$ cat src/include/pcs_params.svh
// constants and behaviour notes for the core status and program counter block
// Notes on behaviour
// RULE_01: address zero has no storage; accesses go to location chosen by RAM pointer.
// RULE_02: timer counter counts external edges or instruction cycles; program reads/writes it.
// RULE_03: program counter is 13 bits, addressing 8K words.
// RULE_04: program counter clears to zero on reset.
// RULE_05: jump loads operand into lower 10 counter bits.
// RULE_06: call pushes next address and loads operand into lower 10 bits.
// RULE_07: every return reloads the counter from top of stack.
// RULE_08: adding accumulator to counter is a full add with carry upward.
// RULE_09: moving accumulator to counter replaces low 8 bits, keeps bits 8 and 9.
// RULE_10: counter-writing instructions copy page select into bits 10 to 12.
// RULE_11: page select sits in status 7..5; top bit set selects page 4.
// RULE_12: page select changes by page instruction or status register write.
// RULE_13: returns leave page select alone; stack address alone gives page.
// RULE_14: time-out flag set by sleep, watchdog clear, power-up; cleared by timeout.
// RULE_15: power-down flag set at power-on and watchdog clear; cleared by sleep.
// RULE_16: flag pair reads 00,01,10,11 after the four wake and reset events.
// RULE_17: status bits 2,1,0 are zero, half carry and carry flags.
// RULE_18: addresses 10h-1Fh common; 20h-3Fh in one of four banked 32-byte areas.
// RULE_19: pointer low six bits give indirect address; otherwise a plain byte.
// RULE_20: pointer bits 7 and 6 select the active data bank.
// RULE_21: non-branching instructions advance the counter by one, page select untouched.
`ifndef PCS_PARAMS_SVH
`define PCS_PARAMS_SVH
`define PCS_ADDR_INDIRECT 8'h00
`define PCS_ADDR_TIMER 8'h01
`define PCS_ADDR_PCLOW 8'h02
`define PCS_ADDR_STATUS 8'h03
`define PCS_ADDR_POINTER 8'h04
`define PCS_ADDR_PCHIGH 8'h05
`define PCS_ADDR_CONTROL 8'h06
`define PCS_ADDR_CMD 8'h07
`define PCS_ADDR_STKTOP 8'h08
`define PCS_ADDR_STKSET 8'h09
`define PCS_ADDR_OPERAND 8'h0A
`define PCS_ADDR_COMMON_LO 6'h10
`define PCS_ADDR_BANKED_LO 6'h20
`define PCS_PC_WIDTH 13
`define PCS_STACK_DEPTH 8
`define PCS_RAM_WORDS 144
`define PCS_BIT_TIMEOUT 4
`define PCS_BIT_PWRDN 3
`define PCS_BIT_ZERO 2
`define PCS_BIT_HALF 1
`define PCS_BIT_CARRY 0
`define PCS_PAGE_LSB 5
`define PCS_STATUS_RESET 8'h18
`define PCS_POINTER_RESET 8'h00
`define PCS_BUS_LAT 2'h1
`endif

$ cat src/include/pcs_pkg.sv
// types for the core status and program counter block
package pcs_pkg;
	typedef enum logic [3:0] {
		CMD_NONE, CMD_STEP, CMD_JUMP, CMD_CALL, CMD_RET, CMD_ADDPC, CMD_MOVPC,
		CMD_PAGE, CMD_SLEEP, CMD_WDTCLR, CMD_WDTOUT, CMD_PINWAKE
	} pcs_cmd_t;
	typedef enum logic [1:0] {
		BUS_IDLE, BUS_WAIT, BUS_DONE
	} pcs_bus_t;
endpackage

$ cat src/hdl/pcs_core_regs.sv
// core registers: timer, paged program counter, status, RAM pointer and data RAM
`timescale 1ns/10ps
`include "pcs_params.svh"
module pcs_core_regs (
	// clock and reset
	input wire logic clock,
	input wire logic resetn,
	// avalon-mm slave
	input wire logic [7:0] address,
	input wire logic read,
	input wire logic write,
	input wire logic [7:0] writedata,
	output logic [7:0] readdata,
	output logic waitrequest,
	// external counter pin
	input wire logic timerPin,
	// execution side
	input wire logic [3:0] cmdCode,
	input wire logic cmdValid,
	input wire logic [9:0] cmdOperand,
	input wire logic [7:0] accValue,
	input wire logic [2:0] flagsIn,
	input wire logic flagsValid,
	// status out
	output logic [12:0] progAddr,
	output logic [7:0] statusOut
);
	typedef struct packed {
		logic [7:0] timer;
		logic [12:0] pc;
		logic [7:0] status;
		logic [7:0] pointer;
		logic [7:0] control;
		logic [2:0] sp;
		logic [2:0] pinSync;
		logic pinLevel;
		logic [1:0] latency;
		pcs_pkg::pcs_bus_t bus;
		logic [7:0] rdata;
		logic wait_;
		logic [9:0] operand;
		logic sleeping;
	} pcs_state_t;

	pcs_state_t st_ff;
	pcs_state_t nxt_st;
	logic [12:0] stack_ff [`PCS_STACK_DEPTH];
	logic [7:0] ram_ff [`PCS_RAM_WORDS];
	logic pushEn;
	logic [2:0] pushIdx;
	logic [12:0] pushVal;
	logic ramWe;
	logic [7:0] ramIdx;
	logic [7:0] ramWdata;

	// ram index for an address; bank from pointer bits 7..6
	function automatic logic [7:0] ramIndex(input logic [5:0] a, input logic [1:0] bank);
		logic [7:0] idx;
		idx = 8'h00;
		if (a < `PCS_ADDR_BANKED_LO) begin
			idx = {2'h0, a} - 8'h10; // RULE_18
		end else begin
			idx = 8'h10 + {1'b0, bank, a[4:0]}; // RULE_18 RULE_20
		end
		return idx;
	endfunction

	// page bits for counter top; page 4 ignores low select bits
	function automatic logic [2:0] pageBits(input logic [2:0] ps);
		return ps[2] ? 3'h4 : ps; // RULE_11
	endfunction

	// operand load into a page, used by jump and call
	function automatic logic [12:0] pagedLoad(input logic [2:0] ps, input logic [9:0] op);
		return {pageBits(ps), op}; // RULE_05 RULE_10
	endfunction

	logic [7:0] busAddr;
	logic [5:0] effAddr;
	logic isRam;
	logic pinEdge;

	always_comb begin
		nxt_st = st_ff;
		pushEn = 1'b0;
		pushIdx = st_ff.sp;
		pushVal = st_ff.pc + 13'h0001;
		ramWe = 1'b0;
		ramWdata = writedata;
		busAddr = address;
		// indirect access resolves through the pointer
		effAddr = (address == `PCS_ADDR_INDIRECT) ? st_ff.pointer[5:0] : address[5:0]; // RULE_01 RULE_19
		isRam = (busAddr < 8'h40) && (effAddr >= `PCS_ADDR_COMMON_LO);
		ramIdx = ramIndex(effAddr, st_ff.pointer[7:6]);
		// pin passes three flops; edge once second and third agree
		nxt_st.pinSync = {st_ff.pinSync[1:0], timerPin};
		pinEdge = 1'b0;
		if (st_ff.pinSync[2] == st_ff.pinSync[1] && st_ff.pinSync[2] != st_ff.pinLevel) begin
			nxt_st.pinLevel = st_ff.pinSync[2];
			pinEdge = st_ff.pinSync[2] ^ st_ff.control[1];
		end
		// control bit 0 picks pin source, bit 1 picks falling edge
		if (st_ff.control[0] ? pinEdge : 1'b1) begin
			nxt_st.timer = st_ff.timer + 8'h01; // RULE_02
		end
		if (flagsValid) begin
			nxt_st.status[2:0] = flagsIn; // RULE_17
		end
		// execution commands
		if (cmdValid) begin
			case (pcs_pkg::pcs_cmd_t'(cmdCode))
				pcs_pkg::CMD_STEP: nxt_st.pc = st_ff.pc + 13'h0001; // RULE_21
				pcs_pkg::CMD_JUMP: nxt_st.pc = pagedLoad(st_ff.status[7:5], cmdOperand); // RULE_05
				pcs_pkg::CMD_CALL: begin
					pushEn = 1'b1; // RULE_06
					nxt_st.sp = st_ff.sp + 3'h1;
					nxt_st.pc = pagedLoad(st_ff.status[7:5], cmdOperand); // RULE_06
				end
				pcs_pkg::CMD_RET: begin
					nxt_st.sp = st_ff.sp - 3'h1;
					nxt_st.pc = stack_ff[st_ff.sp - 3'h1]; // RULE_07 RULE_13
				end
				pcs_pkg::CMD_ADDPC: begin
					nxt_st.pc = st_ff.pc + {5'h00, accValue}; // RULE_08
				end
				pcs_pkg::CMD_MOVPC: begin
					nxt_st.pc = {pageBits(st_ff.status[7:5]), st_ff.pc[9:8], accValue}; // RULE_09 RULE_10
				end
				pcs_pkg::CMD_PAGE: begin
					nxt_st.status[7:5] = cmdOperand[2:0]; // RULE_12
					nxt_st.pc = st_ff.pc + 13'h0001;
				end
				pcs_pkg::CMD_SLEEP: begin
					nxt_st.status[`PCS_BIT_TIMEOUT] = 1'b1; // RULE_14
					nxt_st.status[`PCS_BIT_PWRDN] = 1'b0; // RULE_15
					nxt_st.sleeping = 1'b1;
					nxt_st.pc = st_ff.pc + 13'h0001;
				end
				pcs_pkg::CMD_WDTCLR: begin
					nxt_st.status[`PCS_BIT_TIMEOUT] = 1'b1; // RULE_14
					nxt_st.status[`PCS_BIT_PWRDN] = 1'b1; // RULE_15
					// an executing instruction proves the core is awake
					nxt_st.sleeping = 1'b0;
					nxt_st.pc = st_ff.pc + 13'h0001;
				end
				pcs_pkg::CMD_WDTOUT: begin
					// sleeping wake gives 00, awake timeout gives 01
					nxt_st.status[`PCS_BIT_TIMEOUT] = 1'b0; // RULE_14 RULE_16
					nxt_st.status[`PCS_BIT_PWRDN] = ~st_ff.sleeping; // RULE_16
					nxt_st.sleeping = 1'b0;
					if (!st_ff.sleeping) begin
						nxt_st.pc = 13'h0000;
					end
				end
				pcs_pkg::CMD_PINWAKE: begin
					// pin wake from sleep gives 10, pin pulse while awake gives 11
					nxt_st.status[`PCS_BIT_TIMEOUT] = 1'b1; // RULE_16
					nxt_st.status[`PCS_BIT_PWRDN] = ~st_ff.sleeping; // RULE_16
					nxt_st.sleeping = 1'b0;
					nxt_st.pc = 13'h0000; // RULE_04
				end
				default: begin
				end
			endcase
		end
		// bus slave: fixed latency, then one done cycle
		nxt_st.wait_ = 1'b1;
		case (st_ff.bus)
			pcs_pkg::BUS_IDLE: begin
				if (read || write) begin
					nxt_st.bus = pcs_pkg::BUS_WAIT;
					nxt_st.latency = `PCS_BUS_LAT;
				end
			end
			pcs_pkg::BUS_WAIT: begin
				if (st_ff.latency != 2'h0) begin
					nxt_st.latency = st_ff.latency - 2'h1;
				end else begin
					nxt_st.bus = pcs_pkg::BUS_DONE;
					nxt_st.wait_ = 1'b0;
					nxt_st.rdata = 8'h00;
					if (isRam) begin
						nxt_st.rdata = ram_ff[ramIdx]; // RULE_18
						ramWe = write;
					end else begin
						case (effAddr)
							6'h00: nxt_st.rdata = 8'h00;
							6'h01: nxt_st.rdata = st_ff.timer; // RULE_02
							6'h02: nxt_st.rdata = st_ff.pc[7:0];
							6'h03: nxt_st.rdata = st_ff.status;
							6'h04: nxt_st.rdata = st_ff.pointer;
							6'h05: nxt_st.rdata = {3'h0, st_ff.pc[12:8]};
							6'h06: nxt_st.rdata = st_ff.control;
							6'h08: nxt_st.rdata = {3'h0, stack_ff[st_ff.sp - 3'h1][12:8]};
							6'h09: nxt_st.rdata = {5'h00, st_ff.sp};
							6'h0A: nxt_st.rdata = st_ff.operand[7:0];
							default: nxt_st.rdata = 8'h00;
						endcase
						if (write && busAddr < 8'h40) begin
							case (effAddr)
								6'h01: nxt_st.timer = writedata; // RULE_02
								6'h02: nxt_st.pc = {pageBits(st_ff.status[7:5]), st_ff.pc[9:8], writedata}; // RULE_10
								6'h03: nxt_st.status = writedata; // RULE_12 RULE_17
								6'h04: nxt_st.pointer = writedata; // RULE_19 RULE_20
								6'h06: nxt_st.control = writedata;
								6'h0A: nxt_st.operand = {2'h0, writedata};
								default: begin
								end
							endcase
						end
					end
				end
			end
			pcs_pkg::BUS_DONE: nxt_st.bus = pcs_pkg::BUS_IDLE;
			default: nxt_st.bus = pcs_pkg::BUS_IDLE;
		endcase
	end

	always_ff @(posedge clock) begin
		if (!resetn) begin
			st_ff <= '0;
			st_ff.status <= `PCS_STATUS_RESET; // RULE_14 RULE_15 RULE_16
			st_ff.pointer <= `PCS_POINTER_RESET;
			st_ff.pc <= 13'h0000; // RULE_04
			st_ff.wait_ <= 1'b1;
			st_ff.bus <= pcs_pkg::BUS_IDLE;
		end else begin
			st_ff <= nxt_st;
		end
	end

	// storage arrays hold no control state, so they take no reset
	always_ff @(posedge clock) begin
		if (pushEn) begin
			stack_ff[pushIdx] <= pushVal; // RULE_06
		end
		if (ramWe) begin
			ram_ff[ramIdx] <= ramWdata;
		end
	end

	assign readdata = st_ff.rdata;
	assign waitrequest = st_ff.wait_;
	assign progAddr = st_ff.pc; // RULE_03
	assign statusOut = st_ff.status;
endmodule

$ cat config.mk
export PLATFORM = sky130hd
export DESIGN_NAME = pcs_core_regs
export DESIGN_NICKNAME = d
export VERILOG_FILES = /design/src/include/pcs_pkg.sv /design/src/hdl/pcs_core_regs.sv
export VERILOG_INCLUDE_DIRS = /design/src /design/src/include
export SDC_FILE = /design/constraint.sdc
export NUM_CORES = 2
export LEC_CHECK = 0
export BUFFER_PORTS_ARGS = -buffer_cell sky130_fd_sc_hd__buf_2
export CAP_MARGIN = 10
export CORE_MARGIN = 4
export CORE_UTILIZATION = 40
export CTS_BUF_LIST = sky130_fd_sc_hd__clkbuf_8
export DETAILED_ROUTE_END_ITERATION = 8
export PLACE_DENSITY = 0.57
export SYNTH_ARGS = -nofsm -noshare
export SYNTH_HDL_FRONTEND = slang
export SYNTH_SLANG_ARGS = --single-unit
$ cat constraint.sdc
create_clock -name clock -period 4.84 [get_ports clock]
set_clock_uncertainty 0.05 [all_clocks]
set_input_delay 0.968 -clock clock [delete_from_list [all_inputs] [get_ports clock]]
set_output_delay 0.968 -clock clock [all_outputs]
set_load 0.1 [all_outputs]
==> impl_metrics.toml <==
[grt]
grt_max_degree = 97
grt_pass1_vias = 31400
grt_antenna_before_repair = 8
grt_use_total_pct = 21.6
grt_pass1_wl_um = 222000
grt.overflow.total = 0

[routing]
routed_wl_um = 154000
ant_nets = 0
firstDrtPassIters = 6
wl_per_cell_um = 27.9
viasPerCell = 5.71
drcViolationCount = 0
drt_iter0_drc = 3532
num_vias = 31500

[logic_synthesis]
synth_top_flop_cell = "edfxtp_1"
synth_edf_count = 1256
netlist_instances = 3151
ys_warn_count = 0
ys_types = 82
yosysTopAreaCellShare_pct = 70.2
syn-cell-area_sq_um = 53800
async_flop_share_pct = 0
yosysMostFrequentCell = "edfxtp_1"
syn_nets = 3214
synth_area_leader_cell = "edfxtp_1"
synth-seq-cells = 1330
ys_top_cells_by_count = "edfxtp_1, mux2i_1, nor2_1"
avgSynthCellArea_sq_um = 17.1
yosysSeqAreaShare_pct = 72.9
synthTopCellsByArea = "edfxtp_1, mux4_2, mux2i_1"

[cts]
htreeDepth = 4
cts_sinks = 1330
postCtsSetupBuffers = 0
path_clk_slew_ns = 0.06
clkLatencyLatePin_ns = 0.91
numCtsBuffers = 206
cts_buffer_depth = 3
post_cts_resized = 0
cts_tree = "done"
holdBufCountCts = 0
cts_root_buffer = "clkbuf_8"

[timing]
holdWs_ns = 0.229
fmax_ghz = 0.248
rsz0062_at_grt = "no"
tns_ns = 0
hold_violations = 0
worst_slew_pin_slew_ns = 1.18
finalSetupViolCount = 0
period_share_pct = 83.5
fin_crit_ns = 4.04
finalMaxSlewViolations = 0
maxSlewHeadroom_pct = 21.3

[setup_path]
critPathArrivalTime_ns = 4.77
cp-start-kind = "flip-flop"
r2r_end = "readdata[0]"
crit_type = "reg -> reg"
crit_fanout = 11
cp-end-kind = "flip-flop"
cp-startpoint = "st_ff[39]"
reg2regPathDepth = 9
cp_data_required_time_ns = 5.57
rrSetupSlack_ns = 0.80
reg2reg_from = "st_ff[39]"

[run]
drv_cap = 0

[floorplan]
start_util_pct = 40.3
die_y_um = 375
dieArea_sq_um = 140000
num_rows = 134
die_x_um = 375
coreArea_sq_um = 133000
ios = 78

[placed_design]
detailed_place_hpwl_um = 99700
port_buffers = 77
gp_congestion = 0.886
placed_cell_area_sq_um = 58100

[pwr]
p_leak_uw = 0.0210
p_per_area_nw_per_um2 = 372
ir_drop_v = 0.000242

[layout]
layout.nets = 3640
final_area_sq_um = 62000
syn_to_final_growth_pct = 15.3
drive_gt1_share_pct = 23.8
fill_cells = 11600

[run_status]
status = "complete, no violations"

[min_path]
worstHoldPathCells = 2
hold_class = "in -> reg"
worst_hold_path.endpoint = "nxt_st[26]"
hold_start = "timerPin"
==> how the worst max path moves through the flow <==
stage                                to  slack, ns  cells past startpoint
after floorplan           ram_ff[78][0]       0.67                     11
after global placement      readdata[0]       0.09                     10
after detailed placement    readdata[2]       0.03                     12
after CTS                   readdata[0]       0.93                      9
after global routing        readdata[0]       0.79                      9
final                       readdata[0]       0.80                      9
==> cell type report <==
type / instances / area (sq um) / area share (%)
Inverter: 22 / 82.6 / 0.133
Clock buffer: 214 / 2950 / 4.75
Antenna cell: 3 / 7.51 / 0.0121
Clock inverter: 167 / 933 / 1.51
Sequential cell: 1330 / 39200 / 63.2
Multi-Input combinational cell: 1585 / 13200 / 21.3
Tap cell: 1768 / 2210 / 3.57
Timing Repair Buffer: 432 / 3420 / 5.52
==> flip-flops by register name (all words and copies together), names as in the netlist <==
name and flops:
ram_ff 1152, stack_ff 104, st_ff 39, progAddr 13, readdata 8, statusOut 8, pushIdx 3, nxt_st 2
waitrequest 1
==> where the power goes <==
part           leakage [uW]  total (uW)  internal, uW  switching, uW
logic               0.00679        1490           479           1010
clock network       0.00226        8890          4490           4400
registers            0.0119       12600         12600           44.4
total                0.0210       23000         17600           5460
==> logic make-up (layout without fill, tap and decap cells) <==
family | after synthesis | after routing | share of synthesized area (%)
XOR/XNOR | 30 | 30 | 0.489
flip-flops | 1330 | 1330 | 72.9
buffers and inverters | 236 | 835 | 2.78
AND/OR/NAND/NOR | 559 | 559 | 4.64
multiplexers | 456 | 456 | 12.3
AO/OA/AOI/OAI | 525 | 525 | 6.48
other | 0 | 3 | 0
adder cells (fa/ha/maj) | 15 | 15 | 0.363
==> layer usage <==
layer,vias up,track usage [%],routed length [um]
met1,16300,30.2,66000
met3,282,4.83,12000
li1,13500,-,-
met2,1390,33.9,71900
met5,-,0,7
met4,2,6.59,4360
==> layout by cell type (no fill, tap or decap), types with 6 or more instances in the layout <==
cell       synthesis  routed
inv_1             22      97
xor2_1            13      13
o31ai_1            6       6
mux4_2           164     164
a22oi_1           37      37
o22ai_1          124     124
buf_12             3      28
nor4_1            24      23
and2_1             7       7
nand2_1          174     171
a31oi_1           14      14
o221ai_1          23      23
buf_2             37      69
a221oi_1          18      18
o21ai_0           25      23
mux2i_1          287     287
xnor2_1           17      17
clkinv_2           0      16
clkinv_1           0      54
a222oi_1          14      14
nor2_1           224     224
nand2_2            3       6
edfxtp_1        1256    1256
nand3_1           43      43
ha_1              14      14
or2_2              6       6
buf_4             43     335
nor2b_1            7       7
a211oi_1          26      26
o211ai_1           8       8
nor3_1            29      27
clkbuf_8           0     214
dfxtp_1           74      73
and3_1             8       8
a21oi_1          174     173
bufinv_16          0       7
==> stage by stage <==
step	setup WS, ns	total power [uW]	cells	utilization, %
6_report	0.801	23000	5521	46.4
3_5_place_dp	0.0283	14400	5137	43.5
3_3_place_gp	0.0864	14400	5137	43.5
4_1_cts	0.930	23200	5518	46.4
5_1_grt	0.789	23800	5521	46.4
2_1_floorplan	0.670	13700	3151	-
==> worst max-delay path: stages (launching register included) <==
cell and delay [ns]:
dfxtp_1 0.48, or4b_1 0.47, a31oi_1 0.50, nor2_1 0.10, buf_4 0.22, and3_1 0.34, a221oi_1 0.39, and3_1 0.47
nor4b_1 0.75, a21boi_1 0.15
(Power assumes the default switching activity.)
